==> config.mk <==
export PLATFORM = sky130hd
export DESIGN_NAME = ipdc_top
export DESIGN_NICKNAME = d
export VERILOG_FILES = /design/src/rtl/ipdc_arbiter.v /design/src/rtl/ipdc_sync.v /design/src/rtl/ipdc_top.v
export VERILOG_INCLUDE_DIRS = /design/src /design/src/rtl
export SDC_FILE = /design/constraint.sdc
export NUM_CORES = 1
export LEC_CHECK = 0
export BUFFER_PORTS_ARGS = -buffer_cell sky130_fd_sc_hd__buf_2
export CAP_MARGIN = 15
export CORE_ASPECT_RATIO = 0.9
export CORE_MARGIN = 2
export CORE_UTILIZATION = 35
export CTS_BUF_LIST = sky130_fd_sc_hd__clkbuf_4 sky130_fd_sc_hd__clkbuf_8
export DETAILED_ROUTE_END_ITERATION = 10
export PLACE_DENSITY = 0.52
export SYNTH_ARGS = -nofsm -noshare
export SYNTH_HDL_FRONTEND = slang
export SYNTH_HIERARCHICAL = 1
export SYNTH_SLANG_ARGS = --single-unit
==> constraint.sdc <==
create_clock -name sys_clk -period 152.4 [get_ports sys_clk]
set_input_delay 7.62 -clock sys_clk [delete_from_list [all_inputs] [get_ports sys_clk]]
set_output_delay 7.62 -clock sys_clk [all_outputs]
set_load 0.1 [all_outputs]
==> src/rtl/ipdc_map.vh <==
// Register offsets, field positions, reset values and encodings of the priority block.
`ifndef IPDC_MAP_VH
`define IPDC_MAP_VH

// ----------------------------------------------------------------------
// Register word indices on the plain register port
// ----------------------------------------------------------------------
`define IPDC_ADDR_W 4
`define IPDC_OFS_PRIO_A 4'h0
`define IPDC_OFS_PRIO_L 4'hB
`define IPDC_OFS_CTRL 4'hC
`define IPDC_OFS_STAT 4'hD
`define IPDC_OFS_MASK 4'hE

// ----------------------------------------------------------------------
// Geometry
// ----------------------------------------------------------------------
`define IPDC_NUM_PRIO 12
`define IPDC_NUM_EXT 8
`define IPDC_FIELD_W 4
`define IPDC_FIELDS_PER_REG 4
`define IPDC_REG_W 16

// ----------------------------------------------------------------------
// Control register fields
// ----------------------------------------------------------------------
`define IPDC_CTRL_PIN_LEVEL_BIT 15
`define IPDC_CTRL_EDGE_SEL_BIT 8
`define IPDC_CTRL_WR_MASK 16'h01FF
`define IPDC_CTRL_RST 9'h000
`define IPDC_PRIO_RST 16'h0000

// ----------------------------------------------------------------------
// Event status and mask layout
// ----------------------------------------------------------------------
`define IPDC_STAT_W 10
`define IPDC_STAT_NMI_BIT 8
`define IPDC_STAT_ACC_BIT 9
`define IPDC_STAT_RST 10'h000

// ----------------------------------------------------------------------
// Vector numbering, values arbitrary
// ----------------------------------------------------------------------
`define IPDC_NMI_VEC 8'h0B
`define IPDC_EXT_VEC_BASE 8'h40
`define IPDC_PER_VEC_BASE 8'h48
`define IPDC_LEVEL_MAX 4'hF

`endif

==> src/rtl/ipdc_arbiter.v <==
// Priority selection among pending sources with a non-zero level.
`timescale 1ns/1ps
`default_nettype none

module ipdc_arbiter #(
    parameter N = 88,
    parameter IW = 7
) (
    input wire [N-1:0] req,
    input wire [4*N-1:0] lvl,
    output reg best_v,
    output reg [IW-1:0] best_i,
    output reg [3:0] best_l
);

integer i;

// A strict compare keeps the lowest index on a tie, which is the fixed
// default order; starting from level 0 drops level-0 sources entirely.
always @*
begin
    best_v = 1'b0;
    best_i = {IW{1'b0}};
    best_l = 4'h0;
    for (i = 0; i < N; i = i + 1)
    begin
        if (req[i] && (lvl[4*i +: 4] > best_l))
        begin
            best_v = 1'b1;
            best_i = i[IW-1:0];
            best_l = lvl[4*i +: 4];
        end
    end
end

endmodule // ipdc_arbiter

`default_nettype wire

==> src/rtl/ipdc_sync.v <==
// Two-stage synchroniser for asynchronous pin levels.
`timescale 1ns/1ps
`default_nettype none

module ipdc_sync #(
    parameter W = 1
) (
    input wire sys_clk,
    input wire rst,
    input wire [W-1:0] async_in,
    input wire [W-1:0] rst_val,
    output reg [W-1:0] sync_out
);

reg [W-1:0] meta_q;

// The reset value is a strap-free constant supplied by the instantiator.
always @(posedge sys_clk)
begin
    if (rst)
    begin
        meta_q <= rst_val;
        sync_out <= rst_val;
    end
    else
    begin
        meta_q <= async_in;
        sync_out <= meta_q;
    end
end

endmodule // ipdc_sync

`default_nettype wire

==> src/rtl/ipdc_top.v <==
// Interrupt priority configuration, pin sensing and arbitration toward the core.
`timescale 1ns/1ps
`default_nettype none
`include "ipdc_map.vh"

module ipdc_top #(
    parameter NUM_PERIPH = 80
) (
    input wire sys_clk,
    input wire rst,
    input wire hw_standby,
    input wire [`IPDC_ADDR_W-1:0] reg_addr,
    input wire [15:0] reg_wdata,
    input wire reg_wr,
    input wire reg_rd,
    output reg [15:0] reg_rdata,
    input wire nmi_pin,
    input wire [7:0] ext_req_pins_n,
    input wire [NUM_PERIPH-1:0] periph_req,
    input wire [3:0] cpu_mask_level,
    input wire cpu_int_ack,
    output reg cpu_int_req,
    output reg cpu_nmi_req,
    output reg [3:0] cpu_int_level,
    output reg [7:0] cpu_int_vector,
    output reg int_accepted_out_n,
    output reg irq_out
);

// ----------------------------------------------------------------------
// Local sizes
// ----------------------------------------------------------------------
localparam NE = `IPDC_NUM_EXT;
localparam NS = NE + NUM_PERIPH;
localparam IW = 7;
localparam PW = `IPDC_NUM_PRIO * `IPDC_REG_W;

// ----------------------------------------------------------------------
// Storage
// ----------------------------------------------------------------------
reg [PW-1:0] prio_q;
reg [8:0] ctrl_q;
reg [`IPDC_STAT_W-1:0] stat_q;
reg [`IPDC_STAT_W-1:0] mask_q;
reg nmi_prev_q;
reg nmi_pend_q;
reg [NE-1:0] ext_prev_q;
reg [NE-1:0] edge_pend_q;
reg [IW-1:0] pres_idx_q;
reg pres_valid_q;
wire clr_all;
wire nmi_s;
wire [NE-1:0] ext_s;
wire nmi_edge;
wire [NE-1:0] ext_fall;
wire [NE-1:0] ext_sense;
wire [NE-1:0] ext_req;
wire [NS-1:0] all_req;
wire [4*NS-1:0] all_lvl;
wire best_v;
wire [IW-1:0] best_i;
wire [3:0] best_l;
wire accept_now;
wire [IW-1:0] per_idx;
wire ack_ext;
wire ack_nmi;
wire [`IPDC_STAT_W-1:0] stat_set;
wire [`IPDC_STAT_W-1:0] stat_clr;
reg [7:0] vec_d;
integer r;
integer w;

// Hardware standby clears the same state as reset except the pin synchronisers, the read port
// and the edge history, which takes the synchronised pin level; software standby does not reach this block at all, so contents survive it.
assign clr_all = rst | hw_standby;

// ----------------------------------------------------------------------
// Pin synchronisers
// ----------------------------------------------------------------------
ipdc_sync #(
    .W(1)
) u_nmi_sync (
    .sys_clk(sys_clk),
    .rst(rst),
    .async_in(nmi_pin),
    .rst_val(1'b1),
    .sync_out(nmi_s)
);

ipdc_sync #(
    .W(NE)
) u_ext_sync (
    .sys_clk(sys_clk),
    .rst(rst),
    .async_in(ext_req_pins_n),
    .rst_val({NE{1'b1}}),
    .sync_out(ext_s)
);

// ----------------------------------------------------------------------
// Non-maskable edge detection
// ----------------------------------------------------------------------
assign nmi_edge = ctrl_q[`IPDC_CTRL_EDGE_SEL_BIT] ?
                  (~nmi_prev_q & nmi_s) :
                  (nmi_prev_q & ~nmi_s);

// ----------------------------------------------------------------------
// External request sensing, one slice per pin
// ----------------------------------------------------------------------
genvar g;
generate
    for (g = 0; g < NE; g = g + 1)
    begin : g_ext
        assign ext_sense[g] = ctrl_q[NE-1-g];
        assign ext_fall[g] = ext_prev_q[g] & ~ext_s[g];
        // Level mode follows the pin; edge mode holds until acknowledged.
        assign ext_req[g] = ext_sense[g] ? edge_pend_q[g] : ~ext_s[g];
        // Pin g takes field g: register A then B, MSB field first.
        assign all_lvl[4*g +: 4] =
            prio_q[(g/4)*16 + (3-(g%4))*4 +: 4];
    end
endgenerate

// ----------------------------------------------------------------------
// Peripheral levels; each field serves two adjacent sources
// ----------------------------------------------------------------------
generate
    for (g = 0; g < NUM_PERIPH; g = g + 1)
    begin : g_per
        // Peripheral pair p uses field 8+p, so K and L land on their
        // serial, CAN and watchdog groups in MSB-first order.
        assign all_lvl[4*(NE+g) +: 4] =
            prio_q[((NE+g/2)/4)*16 + (3-((NE+g/2)%4))*4 +: 4];
    end
endgenerate

assign all_req = {periph_req, ext_req};

// ----------------------------------------------------------------------
// Arbitration
// ----------------------------------------------------------------------
ipdc_arbiter #(
    .N(NS),
    .IW(IW)
) u_arb (
    .req(all_req),
    .lvl(all_lvl),
    .best_v(best_v),
    .best_i(best_i),
    .best_l(best_l)
);

// Levels compare as plain unsigned numbers, so F is the top level.
assign accept_now = best_v && (best_l > cpu_mask_level);
assign per_idx = best_i - NE[IW-1:0];

always @*
begin
    if (best_i < NE[IW-1:0])
        vec_d = `IPDC_EXT_VEC_BASE + {1'b0, best_i};
    else
        vec_d = `IPDC_PER_VEC_BASE + {1'b0, per_idx};
end

// An acknowledge applies to whatever is presented to the core in the cycle the acknowledge arrives.
// An edge request that lost to a higher one keeps its flag, since only
// the presented pin is cleared.
assign ack_nmi = cpu_int_ack & cpu_nmi_req;
assign ack_ext = cpu_int_ack & ~cpu_nmi_req & pres_valid_q &
                 (pres_idx_q < NE[IW-1:0]);

// ----------------------------------------------------------------------
// Request state
// ----------------------------------------------------------------------
always @(posedge sys_clk)
begin
    if (clr_all)
    begin
        // Standby leaves the synchronisers running, so the edge history
        // takes the level it sees; a pin already low on leaving standby
        // must not count as a fresh edge.
        nmi_prev_q <= rst | nmi_s;
        nmi_pend_q <= 1'b0;
        ext_prev_q <= ext_s | {NE{rst}};
        edge_pend_q <= {NE{1'b0}};
    end
    else
    begin
        nmi_prev_q <= nmi_s;
        ext_prev_q <= ext_s;
        // A new edge in the acknowledge cycle wins over the clear.
        nmi_pend_q <= nmi_edge | (nmi_pend_q & ~ack_nmi);
        for (r = 0; r < NE; r = r + 1)
        begin
            if (ext_sense[r] && ext_fall[r])
                edge_pend_q[r] <= 1'b1;
            else if (ack_ext && (pres_idx_q == r[IW-1:0]))
                edge_pend_q[r] <= 1'b0;
            else if (!ext_sense[r])
                edge_pend_q[r] <= 1'b0;
        end
    end
end

// ----------------------------------------------------------------------
// Outputs toward the core
// ----------------------------------------------------------------------
always @(posedge sys_clk)
begin
    if (clr_all)
    begin
        cpu_int_req <= 1'b0;
        cpu_nmi_req <= 1'b0;
        cpu_int_level <= 4'h0;
        cpu_int_vector <= 8'h00;
        int_accepted_out_n <= 1'b1;
        pres_idx_q <= {IW{1'b0}};
        pres_valid_q <= 1'b0;
    end
    else
    begin
        cpu_nmi_req <= nmi_pend_q & ~ack_nmi;
        pres_valid_q <= accept_now;
        pres_idx_q <= best_i;
        if (nmi_pend_q && !ack_nmi)
        begin
            // The non-maskable request outranks every mask level.
            cpu_int_req <= 1'b1;
            cpu_int_level <= `IPDC_LEVEL_MAX;
            cpu_int_vector <= `IPDC_NMI_VEC;
        end
        else
        begin
            cpu_int_req <= accept_now;
            cpu_int_level <= accept_now ? best_l : 4'h0;
            cpu_int_vector <= accept_now ? vec_d : 8'h00;
        end
        int_accepted_out_n <= ~(accept_now | (nmi_pend_q & ~ack_nmi));
    end
end

// ----------------------------------------------------------------------
// Event status and interrupt line
// ----------------------------------------------------------------------
assign stat_set = {accept_now & ~pres_valid_q, nmi_edge,
                   ext_fall[0], ext_fall[1], ext_fall[2], ext_fall[3],
                   ext_fall[4], ext_fall[5], ext_fall[6], ext_fall[7]};
assign stat_clr = (reg_wr && reg_addr == `IPDC_OFS_STAT) ?
                  reg_wdata[`IPDC_STAT_W-1:0] : {`IPDC_STAT_W{1'b0}};

always @(posedge sys_clk)
begin
    if (clr_all)
    begin
        stat_q <= `IPDC_STAT_RST;
        mask_q <= `IPDC_STAT_RST;
        irq_out <= 1'b0;
    end
    else
    begin
        // Set wins over a same-cycle write-one clear.
        stat_q <= (stat_q & ~stat_clr) | stat_set;
        if (reg_wr && reg_addr == `IPDC_OFS_MASK)
            mask_q <= reg_wdata[`IPDC_STAT_W-1:0];
        irq_out <= |(stat_q & mask_q);
    end
end

// ----------------------------------------------------------------------
// Register writes
// ----------------------------------------------------------------------
always @(posedge sys_clk)
begin
    if (clr_all)
    begin
        prio_q <= {`IPDC_NUM_PRIO{`IPDC_PRIO_RST}};
        ctrl_q <= `IPDC_CTRL_RST;
    end
    else if (reg_wr)
    begin
        // Own loop index, so that no variable is driven from two processes.
        for (w = 0; w < `IPDC_NUM_PRIO; w = w + 1)
        begin
            if (reg_addr == w[`IPDC_ADDR_W-1:0])
                prio_q[16*w +: 16] <= reg_wdata;
        end
        // Only bits 8..0 are stored; pin level and reserved bits ignore writes.
        if (reg_addr == `IPDC_OFS_CTRL)
            ctrl_q <= reg_wdata[8:0];
    end
end

// ----------------------------------------------------------------------
// Register reads, data valid the cycle after the strobe
// ----------------------------------------------------------------------
always @(posedge sys_clk)
begin
    // Only reset clears the read port; standby leaves it alone, as the
    // word falls back to zero one cycle after any read anyway.
    if (rst)
        reg_rdata <= 16'h0000;
    else if (reg_rd)
    begin
        if (reg_addr <= `IPDC_OFS_PRIO_L)
            reg_rdata <= prio_q[16*reg_addr +: 16];
        else if (reg_addr == `IPDC_OFS_CTRL)
            reg_rdata <= {nmi_s, 6'h00, ctrl_q};
        else if (reg_addr == `IPDC_OFS_STAT)
            reg_rdata <= {6'h00, stat_q};
        else if (reg_addr == `IPDC_OFS_MASK)
            reg_rdata <= {6'h00, mask_q};
        else
            reg_rdata <= 16'h0000;
    end
    else
        reg_rdata <= 16'h0000;
end

endmodule // ipdc_top

`default_nettype wire

==> summary.txt <==
Run status
  • Run status: finished, final reports clean

Floorplan
  • Core ar.: 0.09819 sq mm
  • Die width: 335.8 microns
  • Initial Utilization: 35.32%
  • Ports: 151
  • Die Ht: 302.6 microns
  • Die area: 0.1016 sq mm
  • # rows: 109

Clock network
  • Root buf cell: clkbuf_8
  • Num CTS Buffers: 49
  • Clock sinks: 297
  • Worst-skew pair later-pin latency: 630 ps
  • Number of H-tree levels: 2
  • Max Root-Sink Buffers: 3
  • TritonCTS clock tree: yes
  • Post-CTS Hold Buffers: 0
  • Clock-pin transition on the worst setup and hold timing paths: 70 ps

STA
  • Final setup viols: 0
  • F_max: 0.007043 GHz
  • Max Slew Vio Count: 0
  • Final hold vios: 0
  • Slew headroom: 25.36%
  • Clock skew: 42.23 ps
  • Final worst slack: 10,410 ps
  • Fin crit share: 93.17%
  • Fin crit period: 141,990 ps
  • Worst-margin pin slew: 1120 ps

Routing
  • DRC violation total after the first TritonRoute iteration: 3,167
  • Vias: 34,633
  • Detail Route Antenna Nets: 0
  • Vias/cell: 5.769
  • Drt wl/cell: 20.22 microns
  • DRC errors left: 0
  • Total wire length: 121,400 microns
  • DR pass1 iterations: 6

Critical path
  • Crit end category: register
  • Kind of critical path: reg -> reg
  • Worst path depth: 880
  • Critical path data arrival time: 142,470 ps
  • Crit path largest cell delay: 640 ps
  • CP Max Fanout: 17
  • Critical path buffer and inverter count: 57
  • Most frequent CP cell: ha_1
  • R2r startpoint: ctrl_q[7]$_SDFFE_PP0P_
  • Critical Path Source Type: register
  • WP data required: 152,880 ps
  • Reg2reg path depth: 682
  • Capturing point of the worst reg2reg path: cpu_int_vector[6]$_SDFF_PP0_
  • CP top delay family: compound AO/OA/AOI/OAI gates
  • Slowest cell on the critical path: or4_1
  • Reg2Reg Setup Slack: 10,410 ps

Finish
  • Final #Nets: 5,038
  • Syn-to-layout area delta: 8.443%
  • Commonest non-fill, non-tap cell in the layout: nand2_1
  • Finished Layout Cells: 6,003
  • Layout cell share with drive strength beyond 1: 18.91%
  • Commonest cells after routing, fill and taps aside: nand2_1 (766), a21oi_1 (398), inv_1 (380)

Yosys
  • Synth area leader: dfxtp_1
  • Register area share after synthesis: 17.15%
  • Mapped Avg Cell Area: 7.572 sq um
  • Syn Std Cell Area: 0.03468 sq mm
  • Post-synth top area share: 17.15%
  • Main synth FF type: dfxtp_1
  • Asr flop ratio synth: 0%
  • Yosys reg bits: 297
  • Synth area leaders: dfxtp_1 (17%), nand2_1 (8.3%), ha_1 (8.2%)
  • Yosys warns: 6
  • Post-synthesis cell count: 4,580
  • Yosys cell types: 184
  • Number of flops mapped to enable cells by yosys: 0

Hold path
  • Hold path depth: 1
  • Hold Path End: u_ext_sync/sync_out[7]$_DFF_P_
  • HP Start: u_ext_sync/meta_q[7]$_DFF_P_
  • Worst hold path type: reg -> reg

Global routing
  • Largest net degree at the start of global routing: 101
  • GRT Resource Usage Total: 22.74%
  • Antenna violations before repair: 13
  • First-pass GRT wire length: 183,600 microns
  • GR Overflow Total: 0
  • Vias in the first global route: 30,973

Placed design
  • DP Wirelength: 95,200 microns
  • Inst Count DP: 5,880
  • # port buffers: 150
  • Pre-CTS setup slack: 4938 ps
  • GPL Wtd Cong: 0.9153

Job
  • Max-cap violations: 0
stage by stage:
| stage | hold WS [ps] | area [sq um] | TNS (ps) | util, % |
|---|---|---|---|---|
| finish | 460.1 | 37610 | 0 | 38.30 |
| global route | 474.3 | 37600 | -560.1 | 38.29 |
| CTS | 463.8 | 36990 | 0 | 37.67 |
| detailed placement | 443.2 | 36040 | 0 | 36.70 |
| global placement | 444.1 | 36040 | 0 | 36.70 |
| floorplan | 430.6 | 34740 | 0 | - |
per-layer routing:
metal	global-route usage [%]	part of all wire, %
met3	2.934	7.0
met5	0	0.056
met4	4.805	2.0
met2	34.22	42
met1	34.28	49
worst max path at each step:
stage                                       from                            to  slack, ps
after floorplan           ctrl_q[7]$_SDFFE_PP0P_  cpu_int_vector[6]$_SDFF_PP0_      21820
final                     ctrl_q[7]$_SDFFE_PP0P_  cpu_int_vector[6]$_SDFF_PP0_      10410
after global placement    ctrl_q[7]$_SDFFE_PP0P_  cpu_int_vector[6]$_SDFF_PP0_       6260
after detailed placement  ctrl_q[7]$_SDFFE_PP0P_  cpu_int_vector[6]$_SDFF_PP0_       4940
after CTS                 ctrl_q[7]$_SDFFE_PP0P_  cpu_int_vector[6]$_SDFF_PP0_       4430
after global routing      ctrl_q[7]$_SDFFE_PP0P_  cpu_int_vector[6]$_SDFF_PP0_       -190
final cells by class:
cell class | instances | area [sq um]
fillers | 10318 | 60590
multi-input cells | 3759 | 26500
flip-flops and latches | 297 | 5946
well taps | 1276 | 1597
inverters | 381 | 1430
repair buffers | 205 | 1166
clock buffers | 70 | 863.3
clock inverters | 10 | 87.58
diodes | 5 | 12.51
synthesized netlist by cell type (29+ instances only):
cell	n
a211oi_1	43
a21o_1	37
a21oi_1	402
a31oi_1	50
and2_1	32
buf_2	39
buf_6	29
clkbuf_1	45
dfxtp_1	297
ha_1	226
inv_1	380
mux2_2	87
mux2i_1	123
mux4_2	36
nand2_1	767
nand3_1	137
nand4_1	40
nor2_1	254
nor2b_1	32
nor3_1	68
o211a_1	30
o211ai_1	58
o21a_1	34
o21ai_0	233
xnor2_1	58
registers in the layout (all words and copies together) (netlist names), 9 cells and up:
register   count
prio_q       192
reg_rdata     16
mask_q        10
stat_q        10
ctrl_q         9
cell families after synthesis:
kind of cell | share of synthesized area, %
fa+ha+maj | 8.955
buf+inv | 7.537
mux | 10.35
simple gates | 23.99
xor+xnor | 2.046
flops | 17.15
other cells | 0.01081
compound gates | 29.97
timing repair:
action | CTS | global route
endpoints found under the hold margin | 0 | 0
endpoints found under the setup margin | 0 | 23
resized for setup | 0 | 87
setup buffers | 0 | 38
Power is not shown: default switching activity piles up to over one toggle a cycle in this logic, so the estimate is an artifact.
